===== config.mk =====
export PLATFORM = sky130hd
export DESIGN_NAME = target_seq
export DESIGN_NICKNAME = d
export VERILOG_FILES = /design/src/logic/seq_pkg.sv /design/src/logic/target_seq.sv /design/src/logic/sticky_flags.sv /design/src/logic/cdb_len_decoder.sv
export VERILOG_INCLUDE_DIRS = /design/src /design/src/logic
export SDC_FILE = /design/constraint.sdc
export NUM_CORES = 1
export LEC_CHECK = 0
export BUFFER_PORTS_ARGS = -buffer_cell sky130_fd_sc_hd__buf_2
export CORE_MARGIN = 5
export CORE_UTILIZATION = 48
export DETAILED_ROUTE_END_ITERATION = 6
export PLACE_DENSITY = 0.83
export REMOVE_ABC_BUFFERS = 1
export SLEW_MARGIN = 30
export SYNTH_ARGS = -nofsm -noshare
export SYNTH_HDL_FRONTEND = slang
export SYNTH_SLANG_ARGS = --single-unit

===== constraint.sdc =====
create_clock -name clk_in -period 2.3 [get_ports clk_in]
set_clock_uncertainty 0.1 [all_clocks]
set_input_delay 0.115 -clock clk_in [delete_from_list [all_inputs] [get_ports clk_in]]
set_output_delay 0.115 -clock clk_in [all_outputs]
set_load 0.1 [all_outputs]

===== src/logic/seq_defines.svh =====
// constants for the target select / cdb / conclude sequencer
// assumes inclusion by bare name from the design files
`ifndef SEQ_DEFINES_SVH
`define SEQ_DEFINES_SVH

// command state codes
`define CODE_SEL_FAIL   4'h0
`define CODE_SEL_OK     4'h1
`define CODE_ID_RCVD    4'h2
`define CODE_CDB_START  4'h3
`define CODE_CDB_DONE   4'h4
`define CODE_NO_ATN     4'h6
`define CODE_STAT_SENT  4'hC
`define CODE_CC_SENT    4'hD

// functional status bit positions
`define FI_RESEL        0
`define FI_ATTN         1
`define FI_DONE         2
`define FI_BUS_RST      3
`define FI_WIDTH        4

// error status bit positions
`define EI_PARITY       0
`define EI_HALT         1
`define EI_UNEXP        2
`define EI_WIDTH        3

// reset values
`define FI_RESET        4'h0
`define EI_RESET        3'h0
`define LEN_RESET       5'h00

// bus phase codes {msg, c_d, i_o}
`define PH_BUS_FREE     3'h0
`define PH_COMMAND      3'h2
`define PH_STATUS       3'h3
`define PH_MSG_OUT      3'h6
`define PH_MSG_IN       3'h7

// message bytes
`define MSG_CMD_DONE    8'h00
`define MSG_IDENT_BIT   7

`endif


===== src/logic/seq_pkg.sv =====
// types for the target select / cdb / conclude sequencer
// assumes seq_defines.svh is on the include path
package seq_pkg;
  typedef enum logic [1:0] {CMD_NONE, CMD_WAIT_ATN, CMD_WAIT_NOATN, CMD_CONCLUDE} seq_cmd_e;
  typedef enum {ST_IDLE, ST_WAIT_SEL, ST_SEL_CHK, ST_MSG_OUT, ST_ATN_CHK, ST_CMD_OUT,
                ST_STATUS_IN, ST_MSG_IN, ST_DISC} seq_state_e;

  // cdb length from the group code of the opcode
  function automatic logic [4:0] cdb_length(input logic [7:0] opcode);
    case (opcode[7:5])
      3'h0:    cdb_length = 5'h06;
      3'h1:    cdb_length = 5'h0A;
      3'h2:    cdb_length = 5'h0A;
      3'h5:    cdb_length = 5'h0C;
      default: cdb_length = 5'h06;
    endcase
  endfunction
endpackage


===== src/logic/target_seq.sv =====
// target-mode multiphase sequencer: select/receive cdb and conclude
// assumes bus handshake is done outside; bytes arrive as one-cycle strobes
//
// Contract
// - atn variant command phase code 3, done 4
// - bus reset ends any phase with flag
// - chip reset or master reset aborts
// - reselection while waiting: code 0, reselected
// - pause while waiting: code 0, halted
// - message parity: first two halt too
// - non-identify message: unexpected message flag
// - atn variant without atn: code 6, halt
// - atn held after identify: attention flag
// - atn variant cdb parity: first halts too
// - full cdb received: code 4, done flag
// - accepted disconnected or target; waits selection only if disconnected
// - no-atn variant, atn seen: code 0
// - attention disable suppresses no-atn variant atn termination after selection
// - no-atn variant code 1; parity like cdb
// - deviation ends command; code keeps last
// - conclude: status, command complete, release bsy
// - done flag after disconnect only if enabled
// - atn variant, atn after selection: code 1, continue
// - identify goes to logical unit register
`timescale 1ns/1ps
`include "seq_defines.svh"
module target_seq (
  // clock and reset
  input  wire logic                  clk_in,
  input  wire logic                  rst_n_in,
  // processor command port
  input  wire logic                  cmd_valid_in,
  input  wire seq_pkg::seq_cmd_e     cmd_in,
  input  wire logic                  chip_reset_cmd_in,
  input  wire logic                  pause_cmd_in,
  input  wire logic                  master_reset_input_n_in,
  input  wire logic                  attention_disable_bit_in,
  input  wire logic                  function_done_irq_enable_in,
  // status read clears
  input  wire logic [`FI_WIDTH-1:0]  functional_irq_status_reg_clear_in,
  input  wire logic [`EI_WIDTH-1:0]  error_irq_status_reg_clear_in,
  // scsi bus events
  input  wire logic                  selected_in,
  input  wire logic                  reselected_in,
  input  wire logic                  atn_in,
  input  wire logic                  bus_reset_in,
  // received byte
  input  wire logic                  rx_valid_in,
  input  wire logic [7:0]            rx_data_in,
  input  wire logic                  rx_parity_err_in,
  // transmitted byte
  output logic                       tx_valid_out,
  output logic      [7:0]            tx_data_out,
  input  wire logic                  tx_ack_in,
  // transmit fifo head
  input  wire logic [7:0]            status_byte_in,
  output logic                       status_pop_out,
  // receive fifo
  output logic                       rx_fifo_push_out,
  output logic      [7:0]            rx_fifo_data_out,
  // state
  output logic      [2:0]            phase_out,
  output logic                       bsy_out,
  output logic                       busy_out,
  output logic      [3:0]            state_code_out,
  output logic      [7:0]            logical_unit_register_out,
  output logic [`FI_WIDTH-1:0]       functional_irq_status_reg_out,
  output logic [`EI_WIDTH-1:0]       error_irq_status_reg_out
);
  import seq_pkg::*;

  // ----------------------------------------------------------------
  // state
  // ----------------------------------------------------------------
  seq_state_e             state_q, state_d;
  logic                   atn_var_q;
  logic                   target_q;
  logic [3:0]             code_d;
  logic [1:0]             msg_cnt_q;
  logic [4:0]             byte_cnt_q;
  logic [4:0]             cdb_len;
  logic [`FI_WIDTH-1:0]   fset_d, fset_q;
  logic [`EI_WIDTH-1:0]   eset_d, eset_q;
  logic                   push_d, lun_load_d, len_load_d;
  logic                   abort;
  logic                   first_byte;

  assign abort      = chip_reset_cmd_in || !master_reset_input_n_in;
  assign first_byte = (byte_cnt_q == 5'h00);

  // ----------------------------------------------------------------
  // sequencing decisions
  // ----------------------------------------------------------------
  always_comb begin
    state_d    = state_q;
    code_d     = state_code_out;
    fset_d     = '0;
    eset_d     = '0;
    push_d     = 1'b0;
    lun_load_d = 1'b0;
    len_load_d = 1'b0;
    case (state_q)
      ST_IDLE: begin
        if (cmd_valid_in) begin
          case (cmd_in)
            CMD_WAIT_ATN, CMD_WAIT_NOATN: begin
              state_d = target_q ? ST_SEL_CHK : ST_WAIT_SEL;
            end
            CMD_CONCLUDE: begin
              if (target_q) begin
                state_d = ST_STATUS_IN;
              end
            end
            default: state_d = ST_IDLE;
          endcase
        end
      end
      ST_WAIT_SEL: begin
        if (pause_cmd_in) begin
          code_d             = `CODE_SEL_FAIL;
          eset_d[`EI_HALT]   = 1'b1;
          state_d            = ST_IDLE;
        end else if (reselected_in) begin
          code_d             = `CODE_SEL_FAIL;
          fset_d[`FI_RESEL]  = 1'b1;
          state_d            = ST_IDLE;
        end else if (selected_in) begin
          state_d            = ST_SEL_CHK;
        end
      end
      ST_SEL_CHK: begin
        if (atn_var_q) begin
          if (!atn_in) begin
            code_d           = `CODE_NO_ATN;
            eset_d[`EI_HALT] = 1'b1;
            state_d          = ST_IDLE;
          end else begin
            code_d           = `CODE_SEL_OK;
            state_d          = ST_MSG_OUT;
          end
        end else if (atn_in && !attention_disable_bit_in) begin
          code_d             = `CODE_SEL_FAIL;
          fset_d[`FI_ATTN]   = 1'b1;
          state_d            = ST_IDLE;
        end else begin
          code_d             = `CODE_SEL_OK;
          state_d            = ST_CMD_OUT;
        end
      end
      ST_MSG_OUT: begin
        if (rx_valid_in) begin
          if (rx_parity_err_in) begin
            eset_d[`EI_PARITY] = 1'b1;
            eset_d[`EI_HALT]   = (msg_cnt_q < 2'h2);
            state_d            = ST_IDLE;
          end else if (rx_data_in[`MSG_IDENT_BIT]) begin
            lun_load_d         = 1'b1;
            code_d             = `CODE_ID_RCVD;
            state_d            = ST_ATN_CHK;
          end else begin
            push_d             = 1'b1;
            eset_d[`EI_UNEXP]  = 1'b1;
            state_d            = ST_IDLE;
          end
        end
      end
      ST_ATN_CHK: begin
        if (atn_in) begin
          fset_d[`FI_ATTN]   = 1'b1;
          state_d            = ST_IDLE;
        end else begin
          code_d             = `CODE_CDB_START;
          state_d            = ST_CMD_OUT;
        end
      end
      ST_CMD_OUT: begin
        if (rx_valid_in) begin
          if (rx_parity_err_in) begin
            eset_d[`EI_PARITY] = 1'b1;
            eset_d[`EI_HALT]   = first_byte;
            state_d            = ST_IDLE;
          end else begin
            push_d             = 1'b1;
            len_load_d         = first_byte;
            if (!first_byte && (byte_cnt_q + 5'h01 == cdb_len)) begin
              code_d           = `CODE_CDB_DONE;
              fset_d[`FI_DONE] = 1'b1;
              state_d          = ST_IDLE;
            end
          end
        end
      end
      ST_STATUS_IN: begin
        if (tx_ack_in) begin
          code_d             = `CODE_STAT_SENT;
          if (atn_in) begin
            fset_d[`FI_ATTN] = 1'b1;
            state_d          = ST_IDLE;
          end else begin
            state_d          = ST_MSG_IN;
          end
        end
      end
      ST_MSG_IN: begin
        if (tx_ack_in) begin
          code_d             = `CODE_CC_SENT;
          if (atn_in) begin
            fset_d[`FI_ATTN] = 1'b1;
            state_d          = ST_IDLE;
          end else begin
            state_d          = ST_DISC;
          end
        end
      end
      ST_DISC: begin
        fset_d[`FI_DONE] = function_done_irq_enable_in;
        state_d          = ST_IDLE;
      end
      default: state_d = ST_IDLE;
    endcase
    if (bus_reset_in && (state_q != ST_IDLE)) begin
      fset_d[`FI_BUS_RST] = 1'b1;
      state_d             = ST_IDLE;
    end
    if (abort) begin
      state_d = ST_IDLE;
      code_d  = state_code_out;
      fset_d  = '0;
      eset_d  = '0;
      push_d  = 1'b0;
    end
  end

  // ----------------------------------------------------------------
  // sequencer registers
  // ----------------------------------------------------------------
  always_ff @(posedge clk_in) begin
    if (!rst_n_in) begin
      state_q <= ST_IDLE;
      busy_out <= 1'b0;
    end else begin
      state_q  <= state_d;
      busy_out <= (state_d != ST_IDLE);
    end
  end

  always_ff @(posedge clk_in) begin
    if (!rst_n_in) begin
      atn_var_q <= 1'b0;
    end else if ((state_q == ST_IDLE) && cmd_valid_in) begin
      atn_var_q <= (cmd_in == CMD_WAIT_ATN);
    end
  end

  always_ff @(posedge clk_in) begin
    if (!rst_n_in) begin
      state_code_out <= `CODE_SEL_FAIL;
    end else begin
      state_code_out <= code_d;
    end
  end

  always_ff @(posedge clk_in) begin
    if (!rst_n_in || abort) begin
      target_q <= 1'b0;
    end else if ((state_q == ST_DISC) || (bus_reset_in && (state_q != ST_IDLE))) begin
      target_q <= 1'b0;
    end else if ((state_q == ST_WAIT_SEL) && (state_d == ST_SEL_CHK)) begin
      target_q <= 1'b1;
    end
  end

  always_ff @(posedge clk_in) begin
    if (!rst_n_in) begin
      msg_cnt_q  <= 2'h0;
      byte_cnt_q <= 5'h00;
    end else if (state_q == ST_SEL_CHK || state_q == ST_IDLE) begin
      msg_cnt_q  <= 2'h0;
      byte_cnt_q <= 5'h00;
    end else if (rx_valid_in) begin
      if (state_q == ST_MSG_OUT && msg_cnt_q != 2'h3) begin
        msg_cnt_q <= msg_cnt_q + 2'h1;
      end
      if (state_q == ST_CMD_OUT) begin
        byte_cnt_q <= byte_cnt_q + 5'h01;
      end
    end
  end

  // ----------------------------------------------------------------
  // bus side datapath
  // ----------------------------------------------------------------
  always_ff @(posedge clk_in) begin
    if (!rst_n_in) begin
      tx_valid_out   <= 1'b0;
      tx_data_out    <= 8'h00;
      status_pop_out <= 1'b0;
    end else begin
      status_pop_out <= 1'b0;
      if (tx_ack_in || state_d == ST_IDLE) begin
        tx_valid_out <= 1'b0;
      end
      if (state_d == ST_STATUS_IN && state_q != ST_STATUS_IN) begin
        tx_valid_out   <= 1'b1;
        tx_data_out    <= status_byte_in;
        status_pop_out <= 1'b1;
      end else if (state_d == ST_MSG_IN && state_q != ST_MSG_IN) begin
        tx_valid_out <= 1'b1;
        tx_data_out  <= `MSG_CMD_DONE;
      end
    end
  end

  always_ff @(posedge clk_in) begin
    if (!rst_n_in) begin
      rx_fifo_push_out          <= 1'b0;
      rx_fifo_data_out          <= 8'h00;
      logical_unit_register_out <= 8'h00;
    end else begin
      rx_fifo_push_out <= push_d;
      if (push_d) begin
        rx_fifo_data_out <= rx_data_in;
      end
      if (lun_load_d && !abort) begin
        logical_unit_register_out <= rx_data_in;
      end
    end
  end

  always_ff @(posedge clk_in) begin
    if (!rst_n_in) begin
      phase_out <= `PH_BUS_FREE;
      bsy_out   <= 1'b0;
    end else begin
      bsy_out <= target_q;
      case (state_d)
        ST_MSG_OUT, ST_ATN_CHK: phase_out <= `PH_MSG_OUT;
        ST_CMD_OUT:             phase_out <= `PH_COMMAND;
        ST_STATUS_IN:           phase_out <= `PH_STATUS;
        ST_MSG_IN:              phase_out <= `PH_MSG_IN;
        default:                phase_out <= `PH_BUS_FREE;
      endcase
    end
  end

  // ----------------------------------------------------------------
  // status flags and cdb length
  // ----------------------------------------------------------------
  always_ff @(posedge clk_in) begin
    if (!rst_n_in) begin
      fset_q <= `FI_RESET;
      eset_q <= `EI_RESET;
    end else begin
      fset_q <= fset_d;
      eset_q <= eset_d;
    end
  end

  sticky_flags #(.W(`FI_WIDTH), .RST(`FI_RESET)) u_functional_irq_status_reg (
    .clk_in    (clk_in),
    .rst_n_in  (rst_n_in),
    .set_in    (fset_q),
    .clear_in  (functional_irq_status_reg_clear_in),
    .flags_out (functional_irq_status_reg_out)
  );

  sticky_flags #(.W(`EI_WIDTH), .RST(`EI_RESET)) u_error_irq_status_reg (
    .clk_in    (clk_in),
    .rst_n_in  (rst_n_in),
    .set_in    (eset_q),
    .clear_in  (error_irq_status_reg_clear_in),
    .flags_out (error_irq_status_reg_out)
  );

  cdb_len_decoder u_len (
    .clk_in    (clk_in),
    .rst_n_in  (rst_n_in),
    .load_in   (len_load_d),
    .opcode_in (rx_data_in),
    .len_out   (cdb_len)
  );
endmodule // target_seq


===== src/logic/sticky_flags.sv =====
// sticky status flags, set wins over clear
// assumes one-cycle set and clear pulses on clk_in
`timescale 1ns/1ps
module sticky_flags #(
  parameter int         W     = 4,
  parameter logic [W-1:0] RST = '0
) (
  // clock and reset
  input  wire logic         clk_in,
  input  wire logic         rst_n_in,
  // set and clear
  input  wire logic [W-1:0] set_in,
  input  wire logic [W-1:0] clear_in,
  // flags
  output logic      [W-1:0] flags_out
);
  always_ff @(posedge clk_in) begin
    if (!rst_n_in) begin
      flags_out <= RST;
    end else begin
      flags_out <= (flags_out & ~clear_in) | set_in;
    end
  end
endmodule // sticky_flags


===== src/logic/cdb_len_decoder.sv =====
// registered cdb length decoder
// assumes load_in pulses with the first command byte
`timescale 1ns/1ps
`include "seq_defines.svh"
module cdb_len_decoder (
  // clock and reset
  input  wire logic       clk_in,
  input  wire logic       rst_n_in,
  // opcode
  input  wire logic       load_in,
  input  wire logic [7:0] opcode_in,
  // length
  output logic      [4:0] len_out
);
  import seq_pkg::*;
  always_ff @(posedge clk_in) begin
    if (!rst_n_in) begin
      len_out <= `LEN_RESET;
    end else if (load_in) begin
      len_out <= cdb_length(opcode_in);
    end
  end
endmodule // cdb_len_decoder


==> results of run 1 <==
## power groups by stage
stage / Clock [W] / Combinational, W / Sequential, W
2_1_floorplan: 0 / 0.0000464 / 0.00170
3_3_place_gp: 0 / 0.000122 / 0.00170
3_5_place_dp: 0 / 0.000123 / 0.00170
4_1_cts: 0.00117 / 0.000166 / 0.00167
5_1_grt: 0.00123 / 0.000199 / 0.00168
6_report: 0.00115 / 0.000182 / 0.00167
## Yosys cell counts, types with 4 or more instances
master / instances / share of area
or3_1: 5 / 0.0082
o21ai_0: 9 / 0.012
nand4_1: 5 / 0.0082
nor4_1: 10 / 0.016
nor3b_1: 4 / 0.0079
nand2_1: 20 / 0.020
dfxtp_1: 94 / 0.50
nor3_1: 6 / 0.0079
a31oi_1: 5 / 0.0082
ha_1: 6 / 0.020
clkbuf_1: 10 / 0.0099
xnor2_1: 6 / 0.014
o31ai_1: 5 / 0.0099
nor2_1: 59 / 0.058
nand3_1: 10 / 0.013
inv_1: 19 / 0.019
nor2b_1: 10 / 0.016
a21oi_1: 26 / 0.034
mux2i_1: 16 / 0.042
a22o_1: 9 / 0.021
## area by class of cell
type | instances | area share
timing repair buffer | 193 | 0.228
clock buffer | 10 | 0.0233
sequential | 94 | 0.321
inverter | 20 | 0.0135
multi-input combinational | 301 | 0.379
tap | 102 | 0.0216
clock inverter | 6 | 0.0127
## layout by cell type, fill, tap and decap left out, types with 4 or more instances in the layout
cell type       n
o21ai_0         7
nor3b_1         4
mux2i_1        16
buf_6           9
a21oi_2         5
conb_1         28
buf_4          73
nand2_2         4
nand4_1         5
nand2_1        17
inv_1          16
nor4_4         10
nand3_1         8
nor2b_1         7
a31oi_1         5
xnor2_1         5
a22o_1          9
a21oi_1        21
ha_1            4
nor2_1         57
dfxtp_2         9
clkbuf_8       10
buf_2          82
dfxtp_1        83
dlygate4sd3_1  29
## tightest hold or removal path: stages
cell and delay [ns]:
buf_2 0.10, buf_4 0.11, and4b_1 0.17
## per-layer routing
layer  vias up  wire length, µm  global-route usage
met5         -                0                   0
met4         0              437               0.122
met2       186             5950               0.393
met3        39              813              0.0439
met1      1818             4610               0.260
li1       1841                -                   -
## stage by stage
| stage | setup WS [ns] | hold slack, ns | instances | setup TNS [ns] | utilization |
|---|---|---|---|---|---|
| floorplan | -0.326 | 0.0935 | 415 | -3.21 | - |
| global placement | -0.255 | 0.223 | 664 | -3.86 | 0.628 |
| detailed placement | -0.323 | 0.233 | 664 | -5.42 | 0.628 |
| CTS | -0.152 | 0.0565 | 717 | -1.46 | 0.719 |
| global route | -0.203 | 0.0765 | 726 | -3.70 | 0.765 |
| finish | -0.138 | 0.0665 | 726 | -1.48 | 0.765 |
## kinds of logic after synthesis
family / Yosys count
and+or+nand+nor: 158
DFF: 94
AOI/OAI and AO/OA: 84
buffers and inverters: 36
muxes: 16
xor gates and xnor gates: 9
adders and majority gates: 6
other: 1
## repair_timing
action                                  in CTS  in global routing
hold buffers                                29                  0
pin swaps                                   16                 28
hold endpoints to repair                    37                  0
gates resized for setup                     32                 64
setup buffers                                8                  9
endpoints found under the setup margin      35                 45
## worst min path at each step
stage | startpoint | endpoint | slack, ns | depth (start not counted)
global route | pause_cmd_in | fset_q[0] | 0.08 | 3
floorplan | rx_data_in[7] | eset_q[2] | 0.09 | 1
CTS | pause_cmd_in | fset_q[0] | 0.06 | 3
detailed placement | status_byte_in[6] | tx_data_out[6] | 0.23 | 2
global placement | status_byte_in[5] | tx_data_out[5] | 0.22 | 2
finish | pause_cmd_in | fset_q[0] | 0.07 | 3
## state kept, by name, summed over array words and instances (netlist names), 4 cells and up
name and cells:
state_code_out 4, rx_fifo_data_out 8, byte_cnt_q 5, logical_unit_register_out 8, state_q 32, tx_data_out 8
u_functional_irq_status_reg.flags_out 4, fset_q 4
==> flow_summary_export.csv, run 1 <==
group,metric,value,unit
outcome,status,"complete, but fails checks",
outcome,violations,"negative setup slack",
global_route,grt_max_degree,36,
timing,timing.fmax,0.410,GHz
setup_path,critPathTopFamily,"compound AO/OA/AOI/OAI gates",
clock_network,root_buffer,"clkbuf_8",
timing,min_period_over_period,1.06,
setup_path,worst-path-buf-inv,4,
setup_path,reg2reg_depth,11,
setup_path,critical_path_class,"reg2reg",
power_and_ir_drop,switching_share,0.239,
clock_network,htree_levels,3,
timing,fin_crit,2.44,ns
die,pin_count,83,
clock_network,cts_num_sinks,94,
power_and_ir_drop,ir_drop,0.388,mV
synthesis,synth_area_per_cell,9.41,µm²
global_route,grtUsageTotal,0.226,
power_and_ir_drop,powerDensity,508,mW/mm²
setup_path,r2r_setup_slack,-0.14,ns
power_and_ir_drop,power_frac_seq,0.557,
placed_design,dp_hpwl,7680,µm
die,core-area,0.00773,mm²
synthesis,synth.distinct_cells,63,
power_and_ir_drop,p_int,0.00229,W
drt,antenna_left,0,
drt,routedWlPerCell,16.3,µm
timing,finalSetupViolations,18,
synthesis,synth_area,0.00380,mm²
setup_path,cp_slowest_stage_delay,0.43,ns
global_route,grt_pass1_vias,3906,
synthesis,yosys.area_share.simple,0.230,
setup_path,cp-end-kind,"flop",
power_and_ir_drop,clkPwrFrac,0.383,
power_and_ir_drop,p_switching,0.000718,W
die,die_h,99.0,µm
setup_path,crit_path_end,"tx_data_out[1]",
synthesis,yosys_warnings,0,
synthesis,ys_seq_elements,94,
setup_path,crit_required,2.47,ns
cells_and_area,multi_input_area,0.00224,mm²
cells_and_area,regArea,0.00190,mm²
power_and_ir_drop,finalPower,0.00301,W
synthesis,synth_xor_area_frac,0.0207,
die,start_util,0.492,
setup_path,arrival,2.61,ns
setup_path,crit_fanout,10,
clock_network,path_clk_slew,0.10,ns
cells_and_area,fill_cells,478,
clock_network,cts_buffers,9,
setup_path,crit_chain,"buf_4, nor2b_2, buf_4, a2bb2oi_2, o311ai_1, buf_4, nand3_1, a22oi_2, o41a_1, buf_6, a22o_1",
synthesis,synth_compound_area_frac,0.152,
placed_design,dpl_cell_area,0.00485,mm²
placed_design,place_congestion,0.927,
setup_path,rr_endpoint,"tx_data_out[1]",
drt,firstDrtPassIters,5,
synthesis,synth_ff_type,"dfxtp_1",
cells_and_area,n_antenna_cell,0,
synthesis,synth_mux_area_frac,0.0421,
synthesis,synth_edf_count,0,
timing,finalMaxSlewViolations,0,
die,die_x,99.0,µm
min_path,hold_path.class,"in2reg",
placed_design,io_buffers,82,
die,dieArea,0.00980,mm²
setup_path,crit_cells,11,
setup_path,reg2reg_from,"state_q[0]",
setup_path,path_common_cell,"buf_4",
clock_network,clock_latency,0.37,ns
timing,grt_setup_unrepaired,"yes",
global_route,grt_pass1_wl,18000,µm
drt,drt-initial-drc-count,285,
job,cap_violations,0,
power_and_ir_drop,share_comb_of_total_power,0.061,
global_route,gr-total-overflow,0,
drt,drc,0,
setup_path,startpoint,"state_q[0]",
synthesis,synthCells,404,
timing,hold_viol,0,
drt,routed_wl,11800,µm
setup_path,slowest_stage,"o41a_1",
cells_and_area,drive_gt1_frac,0.410,
timing,setup_slack,-0.138,ns
drt,viasPerCell,5.35,
cells_and_area,nets,665,
synthesis,synth_top_family_by_area,"simple AND/OR/NAND/NOR gates",
clock_network,tritoncts,"built",
global_route,antenna_found_initial,0,
synthesis,ys_seq_area_frac,0.495,
synthesis,synth-adder-area-share,0.0198,
setup_path,worstSetupStartpointType,"flop",
drt,num_vias,3884,
power_and_ir_drop,p_leak,2.61,nW
die,rows,32,
synthesis,synthArstFlopShare,0,
cells_and_area,syn_to_final_growth,55.6,%
cells_and_area,stdcell_area,0.00591,mm²
clock_network,cts_max_path_buffers,2,
Note: power is estimated with default switching activity, not from simulation.
==> run 2: changes to the inputs <==
REMOVE_ABC_BUFFERS = default   (was 1)
==> run 2 against run 1 <==
The flow still finishes with violations (negative setup slack). Combinational power barely moved. Design area decreased by 2.3%. First-iteration DRC count shrank 15%. Sequential power is essentially flat. Final cell count decreased by 1.4%. Via count fell by 1.7%. Non-clock buffer count down 10. Critical path depth fell by 1. Core utilization is 1.8 points lower. Global-route usage decreased by 0.38 points. Sequential share of layout area up 0.77 points. Power up 2.1%. Largest cell class unchanged.
==> flow_summary_export.csv, run 2 (synthesized netlist as in run 1, its figures left out) <==
group,metric,value,unit
outcome,status,"complete, but fails checks",
outcome,violations,"negative setup slack",
placed_design,dpl_cell_area,0.00491,mm²
cells_and_area,n_antenna_cell,0,
die,die_x,99.0,µm
power_and_ir_drop,p_leak,2.56,nW
min_path,hold_path.class,"in2reg",
global_route,grt_pass1_vias,3785,
placed_design,pre_cts_ws,-0.216,ns
clock_network,cts_max_path_buffers,2,
setup_path,arrival,2.61,ns
cells_and_area,final_cell_mix,"dfxtp_1, buf_2, buf_4",
die,core-area,0.00773,mm²
drt,drc,0,
drt,viasPerCell,5.33,
drt,antenna_left,0,
die,start_util,0.492,
global_route,antenna_found_initial,0,
clock_network,clock_latency,0.36,ns
clock_network,path_clk_slew,0.09,ns
setup_path,cp-end-kind,"flop",
cells_and_area,instances_no_fill,716,
setup_path,crit_required,2.46,ns
placed_design,io_buffers,82,
timing,setup_slack,-0.152,ns
cells_and_area,nets,655,
setup_path,critical_path_class,"reg2reg",
power_and_ir_drop,ir_drop,0.297,mV
global_route,gr-total-overflow,0,
global_route,grtUsageTotal,0.222,
die,dieArea,0.00980,mm²
setup_path,worstSetupStartpointType,"flop",
global_route,gr-max-usage-layer,"met2",
drt,routed_wl,11200,µm
cells_and_area,regMostFlops,"state_q",
timing,timing.fmax,0.408,GHz
clock_network,root_buffer,"clkbuf_8",
placed_design,place_congestion,1.01,
cells_and_area,final_common_cell,"dfxtp_1",
job,cap_violations,0,
drt,num_vias,3819,
global_route,met2_usage,0.372,
die,die_h,99.0,µm
timing,relSlewSlack,0.542,
die,rows,32,
timing,min_period_over_period,1.07,
cells_and_area,largest_reg_flops,32,
timing,grt_setup_unrepaired,"yes",
clock_network,htree_levels,3,
timing,fin_crit,2.45,ns
drt,drt-initial-drc-count,243,
timing,hold_viol,0,
clock_network,cts_buffers,9,
cells_and_area,final_util,0.747,
clock_network,tritoncts,"built",
cells_and_area,syn_to_final_growth,52.0,%
global_route,met3_usage,0.0559,
power_and_ir_drop,powerDensity,531,mW/mm²
timing,finalSetupTns,-1.38,ns
global_route,grtUsageMet1,0.269,
clock_network,cts_num_sinks,94,
global_route,grt_pass1_wl,17700,µm
cells_and_area,stdcell_area,0.00578,mm²
setup_path,crit_fanout,8,
cells_and_area,drive_gt1_frac,0.376,
placed_design,dp_cells,664,
die,pin_count,83,
timing,finalSetupViolations,13,
drt,routedWlPerCell,15.6,µm
timing,worst_pin_slew,0.683,ns
timing,finalMaxSlewViolations,0,
global_route,grt_max_degree,20,
drt,firstDrtPassIters,5,
placed_design,dp_hpwl,7690,µm
run 2: cell count changes in the layout (fill, tap and decap cells not counted), sizes merged:
cell / change
clkinvlp: -1
dlygate4sd3: -1
bufinv: +1
inv: -1
clkinv: +1
buf: -9
run 2: repair_timing:
| item | 4_1_cts | 5_1_grt |
|---|---|---|
| hold buffers | 28 | 0 |
| gates resized for setup | 38 | 29 |
| buffers inserted | 8 | 1 |
| endpoints found under the hold margin | 36 | 0 |
| setup endpoints to repair | 43 | 41 |
| pin swaps | 17 | 12 |
run 2: final cells by class:
| cell class | count | area (µm²) |
|---|---|---|
| clock buffer | 10 | 128 |
| clock inverter | 6 | 93.8 |
| fill | 554 | 1950 |
| inverter | 20 | 77.6 |
| multi-input combinational | 301 | 2180 |
| sequential | 94 | 1900 |
| tap | 102 | 128 |
| timing repair buffer | 183 | 1270 |
run 2: worst paths after layout:
path | start | to | slack [ns] | depth (start not counted)
setup / recovery | state_q[0] | tx_data_out[2] | -0.15 | 10
hold / removal | rx_parity_err_in | eset_q[1] | 0.01 | 3
setup reg to reg | state_q[0] | tx_data_out[2] | -0.15 | 10
hold reg to reg | fset_q[0] | u_functional_irq_status_reg.flags_out[0] | 0.34 | 2
run 2: report_power, final:
group          switching (W)  total (W)  internal (W)
clock network       0.000590    0.00121      0.000624
registers          0.0000196    0.00167       0.00165
logic              0.0000959   0.000184     0.0000879
total               0.000705    0.00307       0.00236
run 2: critical path, cell delays in order (launching register included):
cell and delay (ns):
dfxtp_4 0.36, buf_4 0.14, nor3_1 0.21, buf_4 0.17, o21ai_0 0.16, nor4_4 0.20, buf_4 0.17, nand2_2 0.05
o41a_1 0.42, buf_6 0.14, a22o_1 0.22
run 2: routing by layer:
| metal | routed length (µm) | vias up |
|---|---|---|
| met4 | 379 | 0 |
| met5 | 0 | - |
| met1 | 4500 | 1777 |
| li1 | - | 1834 |
| met3 | 850 | 37 |
| met2 | 5470 | 171 |
run 2: metrics by stage:
stage	total power [W]	hold WS [ns]
5_1_grt	0.00317	0.0157
6_report	0.00307	0.0135
3_3_place_gp	0.00183	0.223
2_1_floorplan	0.00176	0.141
3_5_place_dp	0.00183	0.226
4_1_cts	0.00307	0.000942
==> run 3: changes to the inputs <==
CORE_UTILIZATION = 54   (was 48)
PLACE_DENSITY = 0.87   (was 0.83)
clock period = 2.5 ns   (was 2.3 ns; I/O delays follow)
==> run 3 against run 2 <==
The flow still finishes with violations (negative setup slack). Register-to-register slack better by 0.14 ns. Power is 12% lower. Via count is 1.9% higher. Sequential cell count stayed put. Final cell count is 3.4% lower. Die area is 10% lower. Global-route usage is 4.5 points higher.
==> flow_summary_export.csv, run 3 (synthesized netlist as in run 1, its figures left out) <==
group,metric,value,unit
die,die_h,93.9,µm
cells_and_area,syn_to_final_growth,44.7,%
die,die_x,93.9,µm
cells_and_area,drive_gt1_frac,0.336,
power_and_ir_drop,finalPower,0.00269,W
cells_and_area,multi_input_area,0.00208,mm²
min_path,hold_path.class,"in2reg",
cells_and_area,final_cell_mix,"dfxtp_1, buf_2, nor2_1",
timing,timing.fmax,0.398,GHz
placed_design,dp_hpwl,7580,µm
power_and_ir_drop,clkPwrFrac,0.369,
power_and_ir_drop,p_switching,0.000706,W
die,dieArea,0.00881,mm²
timing,min_period_over_period,1.00,
drt,num_vias,3891,
setup_path,crit_required,2.68,ns
cells_and_area,fill_cells,378,
setup_path,cp_slowest_stage_delay,0.55,ns
power_and_ir_drop,powerDensity,489,mW/mm²
power_and_ir_drop,switching_share,0.263,
global_route,grtUsageTotal,0.267,
timing,hold_slack,0.0257,ns
drt,met2_length,6170,µm
cells_and_area,n_antenna_cell,0,
setup_path,slowest_stage,"dlygate4sd3_1",
die,pin_count,83,
power_and_ir_drop,p_int,0.00198,W
drt,routedWlPerCell,17.5,µm
drt,firstDrtPassIters,5,
die,rows,30,
setup_path,critical_path_class,"in2reg",
global_route,grt_max_degree,35,
global_route,gr-total-overflow,0,
power_and_ir_drop,power_frac_seq,0.571,
setup_path,worstSetupStartpointType,"input pin",
timing,setup_slack,-0.00958,ns
setup_path,critPathTopFamily,"compound AO/OA/AOI/OAI gates",
timing,grt_setup_unrepaired,"yes",
clock_network,path_clk_slew,0.10,ns
clock_network,root_buffer,"clkbuf_8",
outcome,violations,"negative setup slack",
placed_design,io_buffers,82,
timing,fin_crit,2.51,ns
power_and_ir_drop,p_leak,2.45,nW
outcome,status,"complete, but fails checks",
clock_network,cts_max_path_buffers,2,
cells_and_area,final_common_cell,"dfxtp_1",
global_route,antenna_found_initial,0,
drt,wirelength_met1,4280,µm
cells_and_area,regArea,0.00189,mm²
setup_path,cp-end-kind,"flop",
drt,routed_wl,12100,µm
timing,relSlewSlack,0.672,
setup_path,worst-path-buf-inv,3,
clock_network,cts_buffers,9,
clock_network,clock_latency,0.38,ns
cells_and_area,largest_reg_flops,32,
global_route,grt_pass1_vias,3865,
drt,antenna_left,0,
timing,finalMaxSlewViolations,0,
clock_network,htree_levels,3,
setup_path,crit_chain,"dlygate4sd3_1, buf_2, or4b_4, a2111oi_4, a221o_2, nand2_2, o41a_1, buf_6, a22o_1",
timing,finalSetupViolations,7,
cells_and_area,regMostFlops,"state_q",
clock_network,tritoncts,"built",
timing,hold_viol,0,
drt,drt-initial-drc-count,336,
placed_design,place_congestion,0.926,
setup_path,arrival,2.69,ns
die,core-area,0.00683,mm²
cells_and_area,nets,637,
power_and_ir_drop,share_comb_of_total_power,0.060,
setup_path,crit_fanout,8,
drt,wl_met3,1020,µm
power_and_ir_drop,ir_drop,0.391,mV
clock_network,cts_num_sinks,94,
die,start_util,0.556,
drt,viasPerCell,5.62,
global_route,grt_pass1_wl,18300,µm
drt,drc,0,
timing,worst_pin_slew,0.485,ns
drt,top_layer,"met4",
job,cap_violations,0,
run 3: per-layer routing:
layer | vias to the layer above | global-route usage
met2 | 240 | 0.475
met1 | 1790 | 0.292
met4 | 0 | 0.148
met3 | 71 | 0.0585
li1 | 1790 | -
met5 | - | 0
run 3: metrics by stage:
step / cells / setup TNS, ns / setup slack [ns] / utilization / area [µm²]
5_1_grt: 692 / -1.02 / -0.103 / 0.805 / 5500
4_1_cts: 682 / -0.164 / -0.0261 / 0.766 / 5240
2_1_floorplan: 431 / 0 / 0.0240 / - / 3900
3_5_place_dp: 637 / -1.43 / -0.114 / 0.688 / 4700
6_report: 692 / -0.0457 / -0.00958 / 0.805 / 5500
3_3_place_gp: 637 / -0.0956 / -0.0156 / 0.688 / 4700
run 3: path summary, 6_finish.rpt:
path                                         endpoint  slack (ns)          start  cells past startpoint
min reg2reg  u_functional_irq_status_reg.flags_out[3]        0.36      fset_q[3]                      2
max reg2reg                            tx_data_out[4]       -0.01  byte_cnt_q[0]                     10
min                                         fset_q[0]        0.03   pause_cmd_in                      2
max                                    tx_data_out[4]       -0.01  reselected_in                      9
run 3: area by class of cell:
class / count / area share
Clock buffer: 9 / 0.0225
Clock inverter: 7 / 0.0123
Inverter: 20 / 0.0137
Multi-Input combinational cell: 301 / 0.379
Sequential cell: 94 / 0.344
Tap cell: 96 / 0.0218
Timing Repair Buffer: 165 / 0.207
run 3: repair_timing:
item	in CTS	in global routing
hold endpoints to repair	35	1
hold buffers	27	1
endpoints found under the setup margin	23	26
cloned	0	0
pin swaps	13	16
setup buffers	2	9
resized for setup	14	37
run 3: power by group through the flow:
stage / registers (W) / clock network [W] / logic, W
floorplan: 0.00156 / 0 / 0.0000501
global placement: 0.00156 / 0 / 0.000110
detailed placement: 0.00156 / 0 / 0.000113
CTS: 0.00153 / 0.000994 / 0.000147
global route: 0.00154 / 0.00107 / 0.000174
finish: 0.00153 / 0.000991 / 0.000162
